<file path="src/logic/ebrb_pkg.sv">
package ebrb_pkg;
  // Address slices captured by the three latch strobes
  localparam int ADDR_W = 26;
  localparam int SLICE_HI_MSB = 25;
  localparam int SLICE_HI_LSB = 18;
  localparam int SLICE_MID_MSB = 17;
  localparam int SLICE_MID_LSB = 10;
  localparam int SLICE_LO_MSB = 9;
  localparam int SLICE_LO_LSB = 2;
  localparam int DATA_W = 8;
  // Phase timing, in clock cycles
  localparam logic [2:0] SETUP_CYC = 3'h1;
  localparam logic [2:0] STROBE_CYC = 3'h2;
  localparam logic [2:0] ACCESS_CYC = 3'h4;
  localparam logic [2:0] HOLD_CYC = 3'h1;

  typedef enum logic [3:0] {
    EBRB_IDLE = 4'h0,
    EBRB_HI_SET = 4'h1,
    EBRB_HI_LAT = 4'h2,
    EBRB_MID_SET = 4'h3,
    EBRB_MID_LAT = 4'h4,
    EBRB_LO_SET = 4'h5,
    EBRB_LO_LAT = 4'h6,
    EBRB_SEL = 4'h7,
    EBRB_ACC = 4'h8,
    EBRB_HOLD = 4'h9
  } ebrb_state_t;

  typedef struct packed {
    ebrb_state_t state;
    logic [2:0] cnt;
    logic [ADDR_W-1:0] addr;
    logic [DATA_W-1:0] wdata;
    logic write;
    logic [DATA_W-1:0] rdata;
    logic done;
    logic [DATA_W-1:0] busOut;
    logic busOe;
    logic leHi;
    logic leMid;
    logic leLo;
    logic [1:0] addrLow;
    logic selN;
    logic weN;
    logic oeN;
  } ebrb_reg_t;
endpackage

</file>
<file path="src/logic/ebrb_ext_byte_ram_bus.sv">
// Behaviour
// - Address slices go out on the data lines, each caught by a latch strobe.
// - First strobe carries A[25:18], second A[17:10], third A[9:2].
// - Address bits 1 and 0 drive two dedicated outputs directly.
// - Chip select, write strobe and read strobe are device outputs.
// - Eight shared lines carry address then one data byte per access.
// - Console uses primary pins without external RAM, alternate pins with it.
// - Reset pin is asynchronous active low.
`timescale 1ns/10ps
module ebrb_ext_byte_ram_bus (
  input wire logic clk,
  input wire logic rst_n,
  input wire logic async_reset_n,
  input wire logic extRamEnable,
  input wire logic reqValid,
  output logic reqReady,
  input wire logic reqWrite,
  input wire logic [ebrb_pkg::ADDR_W-1:0] reqAddr,
  input wire logic [ebrb_pkg::DATA_W-1:0] reqWdata,
  output logic rspValid,
  output logic [ebrb_pkg::DATA_W-1:0] rspRdata,
  input wire logic [ebrb_pkg::DATA_W-1:0] extBusAdLineIn,
  output logic [ebrb_pkg::DATA_W-1:0] extBusAdLineOut,
  output logic extBusAdLineOe,
  output logic addr_slice_hi_latch,
  output logic addr_slice_mid_latch,
  output logic addr_slice_lo_latch,
  output logic addr_bit0_out,
  output logic addr_bit1_out,
  output logic ram_select_n,
  output logic ram_write_strobe_n,
  output logic ram_read_strobe_n,
  input wire logic consoleTx,
  output logic consoleRx,
  output logic console_tx_primary,
  input wire logic console_rx_primary,
  output logic console_tx_alternate,
  input wire logic console_rx_alternate,
  output logic program_enable_n
);

  ////////////////////////////////////////////////////////////////////////
  // Pin synchronisers and combined reset
  logic [1:0] arstSync;
  logic [1:0] cfgSync;
  logic [1:0] rxPriSync;
  logic [1:0] rxAltSync;
  // Shared bus pins pass two flops like the configuration, console receive and pin reset inputs
  logic [1:0][ebrb_pkg::DATA_W-1:0] busSync;
  logic resetAll;

  // Pin reset is caught asynchronously, released through two flops
  always_ff @(posedge clk or negedge async_reset_n) begin
    if (!async_reset_n) begin
      arstSync <= 2'h0;
    end else begin
      arstSync <= {arstSync[0], 1'b1};
    end
  end

  always_ff @(posedge clk) begin
    cfgSync <= {cfgSync[0], extRamEnable};
    rxPriSync <= {rxPriSync[0], console_rx_primary};
    rxAltSync <= {rxAltSync[0], console_rx_alternate};
    busSync <= {busSync[0], extBusAdLineIn};
  end

  assign resetAll = !rst_n || !arstSync[1];

  ////////////////////////////////////////////////////////////////////////
  // Console pin steering
  // Primary pair is lent to the bus once external RAM is configured
  always_comb begin
    if (cfgSync[1]) begin
      console_tx_alternate = consoleTx;
      console_tx_primary = 1'b1;
      consoleRx = rxAltSync[1];
    end else begin
      console_tx_alternate = 1'b1;
      console_tx_primary = 1'b1;
      consoleRx = rxPriSync[1];
    end
    if (!cfgSync[1]) begin
      console_tx_primary = consoleTx;
    end
  end

  ////////////////////////////////////////////////////////////////////////
  // Bus sequencer
  ebrb_pkg::ebrb_reg_t r_q, r_d;

  assign reqReady = (r_q.state == ebrb_pkg::EBRB_IDLE) && cfgSync[1] && !resetAll;

  always_comb begin
    r_d = r_q;
    r_d.done = 1'b0;
    r_d.leHi = 1'b0;
    r_d.leMid = 1'b0;
    r_d.leLo = 1'b0;
    if (r_q.cnt != 3'h0) begin
      r_d.cnt = r_q.cnt - 3'h1;
    end
    case (r_q.state)
      ebrb_pkg::EBRB_IDLE: begin
        r_d.selN = 1'b1;
        r_d.weN = 1'b1;
        r_d.oeN = 1'b1;
        r_d.busOe = 1'b0;
        if (reqValid && reqReady) begin
          r_d.addr = reqAddr;
          r_d.wdata = reqWdata;
          r_d.write = reqWrite;
          r_d.addrLow = reqAddr[1:0];
          r_d.busOut = reqAddr[ebrb_pkg::SLICE_HI_MSB:ebrb_pkg::SLICE_HI_LSB];
          r_d.busOe = 1'b1;
          r_d.cnt = ebrb_pkg::SETUP_CYC;
          r_d.state = ebrb_pkg::EBRB_HI_SET;
        end
      end
      ebrb_pkg::EBRB_HI_SET: begin
        r_d.leHi = 1'b1;
        r_d.cnt = ebrb_pkg::STROBE_CYC;
        r_d.state = ebrb_pkg::EBRB_HI_LAT;
      end
      ebrb_pkg::EBRB_HI_LAT: begin
        r_d.leHi = (r_q.cnt > 3'h1);
        if (r_q.cnt <= 3'h1) begin
          r_d.busOut = r_q.addr[ebrb_pkg::SLICE_MID_MSB:ebrb_pkg::SLICE_MID_LSB];
          r_d.state = ebrb_pkg::EBRB_MID_SET;
        end
      end
      ebrb_pkg::EBRB_MID_SET: begin
        r_d.leMid = 1'b1;
        r_d.cnt = ebrb_pkg::STROBE_CYC;
        r_d.state = ebrb_pkg::EBRB_MID_LAT;
      end
      ebrb_pkg::EBRB_MID_LAT: begin
        r_d.leMid = (r_q.cnt > 3'h1);
        if (r_q.cnt <= 3'h1) begin
          r_d.busOut = r_q.addr[ebrb_pkg::SLICE_LO_MSB:ebrb_pkg::SLICE_LO_LSB];
          r_d.state = ebrb_pkg::EBRB_LO_SET;
        end
      end
      ebrb_pkg::EBRB_LO_SET: begin
        // Always strobed; small systems may leave it unwired
        r_d.leLo = 1'b1;
        r_d.cnt = ebrb_pkg::STROBE_CYC;
        r_d.state = ebrb_pkg::EBRB_LO_LAT;
      end
      ebrb_pkg::EBRB_LO_LAT: begin
        r_d.leLo = (r_q.cnt > 3'h1);
        if (r_q.cnt <= 3'h1) begin
          // Data phase: drive for writes, release for reads
          r_d.busOut = r_q.write ? r_q.wdata : 8'h00;
          r_d.busOe = r_q.write;
          r_d.state = ebrb_pkg::EBRB_SEL;
        end
      end
      ebrb_pkg::EBRB_SEL: begin
        r_d.selN = 1'b0;
        r_d.weN = !r_q.write;
        r_d.oeN = r_q.write;
        r_d.cnt = ebrb_pkg::ACCESS_CYC;
        r_d.state = ebrb_pkg::EBRB_ACC;
      end
      ebrb_pkg::EBRB_ACC: begin
        if (r_q.cnt <= 3'h1) begin
          r_d.weN = 1'b1;
          r_d.oeN = 1'b1;
          if (!r_q.write) begin
            // Synced sample is two cycles old, taken mid-strobe while RAM drives
            r_d.rdata = busSync[1];
          end
          r_d.cnt = ebrb_pkg::HOLD_CYC;
          r_d.state = ebrb_pkg::EBRB_HOLD;
        end
      end
      ebrb_pkg::EBRB_HOLD: begin
        // Select and write data held one cycle past the strobe edge
        r_d.selN = 1'b1;
        r_d.busOe = 1'b0;
        r_d.done = 1'b1;
        r_d.state = ebrb_pkg::EBRB_IDLE;
      end
      default: begin
        r_d.state = ebrb_pkg::EBRB_IDLE;
      end
    endcase
  end

  // One synchronous reset for both sources; the pin reaches state only through its flops
  always_ff @(posedge clk) begin
    if (resetAll) begin
      r_q <= '0;
      r_q.selN <= 1'b1;
      r_q.weN <= 1'b1;
      r_q.oeN <= 1'b1;
    end else begin
      r_q <= r_d;
    end
  end

  ////////////////////////////////////////////////////////////////////////
  // Pin outputs
  assign extBusAdLineOut = r_q.busOut;
  assign extBusAdLineOe = r_q.busOe;
  assign addr_slice_hi_latch = r_q.leHi;
  assign addr_slice_mid_latch = r_q.leMid;
  assign addr_slice_lo_latch = r_q.leLo;
  assign addr_bit0_out = r_q.addrLow[0];
  assign addr_bit1_out = r_q.addrLow[1];
  assign ram_select_n = r_q.selN;
  assign ram_write_strobe_n = r_q.weN;
  assign ram_read_strobe_n = r_q.oeN;
  assign rspValid = r_q.done;
  assign rspRdata = r_q.rdata;
  assign program_enable_n = 1'b1;

endmodule // ebrb_ext_byte_ram_bus

</file>
<file path="config.mk">
export PLATFORM = sky130hd
export DESIGN_NAME = ebrb_ext_byte_ram_bus
export DESIGN_NICKNAME = d
export VERILOG_FILES = /design/src/logic/ebrb_pkg.sv /design/src/logic/ebrb_ext_byte_ram_bus.sv
export SDC_FILE = /design/constraint.sdc
export NUM_CORES = 1
export LEC_CHECK = 0
export BUFFER_PORTS_ARGS = -buffer_cell sky130_fd_sc_hd__buf_4
export CORE_ASPECT_RATIO = 2
export CORE_UTILIZATION = 40
export DETAILED_ROUTE_END_ITERATION = 16
export PLACE_DENSITY_LB_ADDON = 0.08
export SKIP_CTS_REPAIR_TIMING = 1
export SLEW_MARGIN = 20
export SYNTH_ARGS = -nofsm -noshare
export SYNTH_HDL_FRONTEND = slang
export SYNTH_SLANG_ARGS = --single-unit
</file>
<file path="constraint.sdc">
create_clock -name clk -period 2.2 [get_ports clk]
set_input_delay 0 -clock clk [delete_from_list [all_inputs] [get_ports clk]]
set_output_delay 0 -clock clk [all_outputs]
set_load 0.01 [all_outputs]
</file>
Word-level counts from Yosys, hierarchy flattened
Index checks and enable logic that the tools add are counted.
- flip-flop bits (word level): 92
- input bits: 51
- output and inout port bits: 31
- logic and storage cells: 87
- $add $sub $neg: 1
- $lt $le $gt $ge: 2
- equal/unequal tests: 14
- multiplexer cells: 25
- bitwise logic cells: 1
- reductions and logical operators: 22
- operators by type and width (operator ; count):
    $mux 42 ; 1
    $pmux 4 s9 ; 1
    $pmux 8 s4 ; 1
    $mux 8 ; 3
    $mux 9 ; 2
    $eq 4x3->1 const B ; 4
    $mux 4 ; 3
    $pmux 3 s4 ; 1
    $reduce_and 5->1 ; 2
    $reduce_bool 3->1 ; 3
    $eq 4x2->1 const B ; 2
    $eq 4x4->1 const B ; 2
    $ne 2x2->1 const B ; 4
    $pmux 1 s2 ; 4
    $mux 7 ; 1
    $pmux 2 s3 ; 1
    $reduce_and 2->1 ; 3
    $eq 4x1->1 const B ; 1
    $logic_not 1->1 ; 4
    $logic_not 4->1 ; 1
    $mux 1 ; 4
    $reduce_bool 4->1 ; 1
    $gt 3x1->1 const B ; 1
    $le 3x1->1 const B ; 1
    other kinds (12) ; 14

Depth between registers and ports, before layout
- word-level depth: 7
- mapped depth: 7
- mapped depth without buffers: 6

Worst setup path after synthesis
OpenSTA, ideal clock, no wires.
- path type: reg-to-reg
- start: reg r_q[65] (netlist bit)
- end: reg r_q[26] (netlist bit)
- setup time: 0.132 ns
- arrival: 1.707 ns
- required time: 2.068 ns
- setup slack: 0.361 ns
- stages on the path, launching flop included: 8
- buffers on the path: 3
- period minus slack after synthesis: 1.839 ns
- cells stage by stage: dfxtp_1 -> or2_2 -> buf_2 -> or3_1 -> clkbuf_1 -> clkbuf_1 -> nand2_1 -> a21oi_1
- word-level cells in the longest chain between the ends: 5
- ends and longest elaborated chain (item ; line ; text):
    from (decl) ; ebrb_ext_byte_ram_bus.sv:90 ; ebrb_pkg::ebrb_reg_t r_q, r_d;
    from (signal assigned) ; ebrb_ext_byte_ram_bus.sv:199 ; r_q <= r_d;
    $logic_not 4->1 (*) ; ebrb_ext_byte_ram_bus.sv:92, ebrb_ext_byte_ram_bus.sv:103 ;
    $logic_and 1x1->1 (2 in series) ; ebrb_ext_byte_ram_bus.sv:92 ; assign reqReady = (r_q.state == ebrb_pkg::EBRB_IDLE) && cfgSync[1] && !resetAll;
    $logic_and 1x1->1 ; ebrb_ext_byte_ram_bus.sv:109 ; if (reqValid && reqReady) begin
    $reduce_and 2->1 (no source line) (*) ; n/a ;
Every way passes the cells marked *; elsewhere a longest branch is shown, timed or not.
A chain may end at the register's enable or synchronous reset.

Worst setup path after layout
- start: reg r_q[64] (netlist bit)
- end: reg r_q, in the netlist extBusAdLineOut[3]
- word-level cells in the longest chain between the ends: 6
- elaborated cells between the ends (all ways): 14
- those cells by class: 7 x eq/ne; 1 x mux; 6 x reduce/logical
- ends and longest elaborated chain (item ; line):
    $logic_not 4->1 ; ebrb_ext_byte_ram_bus.sv:92, ebrb_ext_byte_ram_bus.sv:103
    $logic_and 1x1->1 (2 in series) ; ebrb_ext_byte_ram_bus.sv:92
    $logic_and 1x1->1 ; ebrb_ext_byte_ram_bus.sv:109
    $ne 2x1->1 (no source line) ; n/a
    $reduce_and 5->1 (no source line) ; n/a
Several ways; a longest one is shown, not always the timed one.

==> impl_metrics.py <==
metrics = {
    "run_status": {
        "status": "finished, violations left",
        "violations": "negative hold slack",
    },
    "sta": {
        "timing.fmax_ghz": 0.521,
        "fin_worst_skew_ps": 3.93,
        "period_needed_ps": 1920,
        "period_share_pct": 87.2,
        "finalMaxSlewViolations": 0,
        "relSlewSlack_pct": 56.4,
        "rsz0062_at_grt": "no",
        "hold_viol": 2,
        "tns_ps": 0,
        "setup-violations-final": 0,
        "tightest_slew_ps": 651,
        "whs_ps": -7.51,
    },
    "placement": {
        "port_buffers": 80,
        "place_area_mm2": 0.00376,
        "dp_cells": 493,
        "dp_hpwl_mm": 5.02,
        "gp_congestion": 0.786,
    },
    "final_layout": {
        "n_fill_cell": 723,
        "multi_input_area_mm2": 0.00129,
        "num-nets-final": 503,
        "ff_latch_area_mm2": 0.00165,
        "drive_gt1_share_pct": 25.3,
        "final_util_pct": 58.7,
        "post-route-cell-area_mm2": 0.00450,
        "synthToLayoutAreaGrowth_pct": 41.1,
        "final_cells": 548,
        "diodes": 0,
    },
    "route": {
        "drt_iter0_markers": 103,
        "routed_wl_mm": 7.14,
        "drtAntennaViolNets": 0,
        "drc": 0,
        "num_vias": 2646,
        "vias_per_cell": 4.83,
        "wl_per_cell_um": 13.0,
        "first_pass_iters": 4,
    },
    "grt": {
        "global_route.usage.total_pct": 17.8,
        "grt_pass1_wl_mm": 11.4,
        "grt_antenna_before_repair": 0,
        "grt_max_degree": 35,
        "grt_pass1_vias": 2518,
        "grt.overflow.total": 0,
    },
    "critical_path": {
        "critPathKind": "register to register",
        "crit_start": "r_q[64]",
        "r2r_start": "r_q[64]",
        "crit_arrival_ps": 2140,
        "critPathCaptureType": "register",
        "critPathLaunchType": "register",
        "cp_max_fo": 15,
        "reg2reg_depth": 4,
        "cp.required_ps": 2420,
    },
    "clocking": {
        "clk_path_buf_depth": 2,
        "clock-sinks": 82,
        "numCtsBuffers": 9,
        "cts_tree": "yes",
        "htreeDepth": 3,
        "clk_pin_slew_ps": 60,
        "clk_latency_ps": 330,
        "cts_root_buf": "clkbuf_16",
    },
    "power": {
        "total_leakage_power_nw": 1.81,
        "power.total_mw": 3.45,
        "ir_drop_v": 0.000667,
        "power_density_mw_per_mm2": 766,
    },
    "synth": {
        "async_flop_share_pct": 2.44,
        "synth.distinct_cells": 44,
        "ys_ff_latch": 82,
        "netlist_instances": 348,
        "synth_warnings": 0,
        "avgSynthCellArea_um2": 9.16,
        "synth_area_mm2": 0.00319,
        "synthFlopType": "dfxtp_1",
        "yosysSeqAreaShare_pct": 51.8,
        "synth_edf_count": 0,
    },
    "floorplan": {
        "fp.dieH_um": 128,
        "die_x_um": 65.1,
        "num_rows": 45,
        "core_mm2": 0.00766,
        "start_util_pct": 41.6,
        "die_area_mm2": 0.00835,
        "pin_count": 82,
    },
    "hold_path": {
        "min_path_type": "input pin to asynchronous set/reset pin",
    },
    "flow_run": {
        "drv_cap": 0,
    },
}
==> path summary, 6_finish.rpt <==
check	end	slack (ps)
hold reg to reg	busSync[11]	320
setup / recovery	extBusAdLineOut[3]	280
setup reg to reg	extBusAdLineOut[3]	280
min in group clk	extBusAdLineOut[6]	10
max in group asynchronous	arstSync[1]	2120
hold / removal	arstSync[0]	-8
==> kinds of logic (layout without fill, tap and decap cells) <==
family | Yosys count | count (layout) | synth area share (%)
adder cells (fa/ha/maj) | 3 | 3 | 1.18
XOR/XNOR | 1 | 1 | 0.275
flip-flops | 82 | 82 | 51.8
AO/OA/AOI/OAI | 87 | 87 | 17.9
other | 1 | 2 | 0.118
multiplexers | 10 | 10 | 3.18
buffers and inverters | 47 | 152 | 7.97
AND/OR/NAND/NOR | 117 | 117 | 17.6
==> worst max-delay path, cell delays in order, from the launching register on <==
cell and delay [ps]:
dfxtp_1 560, or2_2 380, nor2_1 210, a221o_1 400, a32o_1 250
==> per-layer routing <==
| metal | global-route usage (%) | wire, µm | vias to the layer above |
|---|---|---|---|
| li1 | - | - | 1369 |
| met1 | 20.2 | 2850 | 1199 |
| met2 | 30.3 | 3880 | 68 |
| met3 | 3.38 | 248 | 10 |
| met4 | 10.1 | 158 | 0 |
| met5 | 0 | 0 | - |
==> registers in the layout, indices dropped and copies added (netlist names) <==
name	flops
ram_select_n	1
rxPriSync	2
rspValid	1
ram_write_strobe_n	1
rspRdata	8
arstSync	2
cfgSync	2
extBusAdLineOe	1
busSync	16
addr_slice_mid_latch	1
r_q	34
addr_slice_hi_latch	1
addr_slice_lo_latch	1
extBusAdLineOut	8
ram_read_strobe_n	1
rxAltSync	2
==> final cells by class <==
type	count	share of cell area, %
flip-flops and latches	82	36.7
clock buffers	9	5.01
multi-input cells	220	28.7
repair buffers	126	23.5
clock inverters	7	2.59
inverters	10	0.835
well taps	94	2.62
==> Yosys cell counts (all sizes together) (8+ instances only) <==
cell type / count / area share (%)
nand2: 63 / 7.4
nand2b: 12 / 2.4
a21o: 8 / 1.9
o21ai: 10 / 1.6
a221o: 8 / 2.5
buf: 23 / 5.1
mux2i: 9 / 2.8
clkbuf: 14 / 1.6
dfxtp: 80 / 50
a21oi: 41 / 6.4
nor2: 16 / 1.9
inv: 10 / 1.2
a32o: 8 / 2.5
==> per-stage QoR <==
| step | worst slack [ps] | hold WS, ps |
|---|---|---|
| CTS | 279 | -568 |
| global route | 99.3 | 6.66 |
| floorplan | 361 | -296 |
| detailed placement | 288 | -216 |
| global placement | 315 | -217 |
| finish | 282 | -7.51 |
==> layout by cell type, fill, tap and decap left out, drive strengths merged, types with 2 or more instances in the layout <==
master / n
ha: 3
nand2b: 12
a221o: 8
nor2: 16
dlygate4sd3: 39
nor2b: 3
o22ai: 2
o21bai: 2
a21o: 8
clkbuf: 9
bufinv: 3
dfrtp: 2
o21a: 2
a32o: 8
nand3: 2
o21ai: 10
and2: 2
conb: 2
buf: 87
nand2: 63
a21oi: 41
inv: 11
dfxtp: 80
nor4: 2
nor3: 4
nand4: 2
clkinv: 2
mux2i: 9
or4b: 2
or2: 5
==> power breakdown <==
| part | switching [mW] | internal [mW] | leakage (nW) | total, mW |
|---|---|---|---|---|
| logic | 0.0856 | 0.137 | 0.967 | 0.223 |
| clock network | 0.587 | 1.11 | 0.166 | 1.70 |
| registers | 0.0130 | 1.52 | 0.677 | 1.53 |
Note: power is estimated with default switching activity, not from simulation.
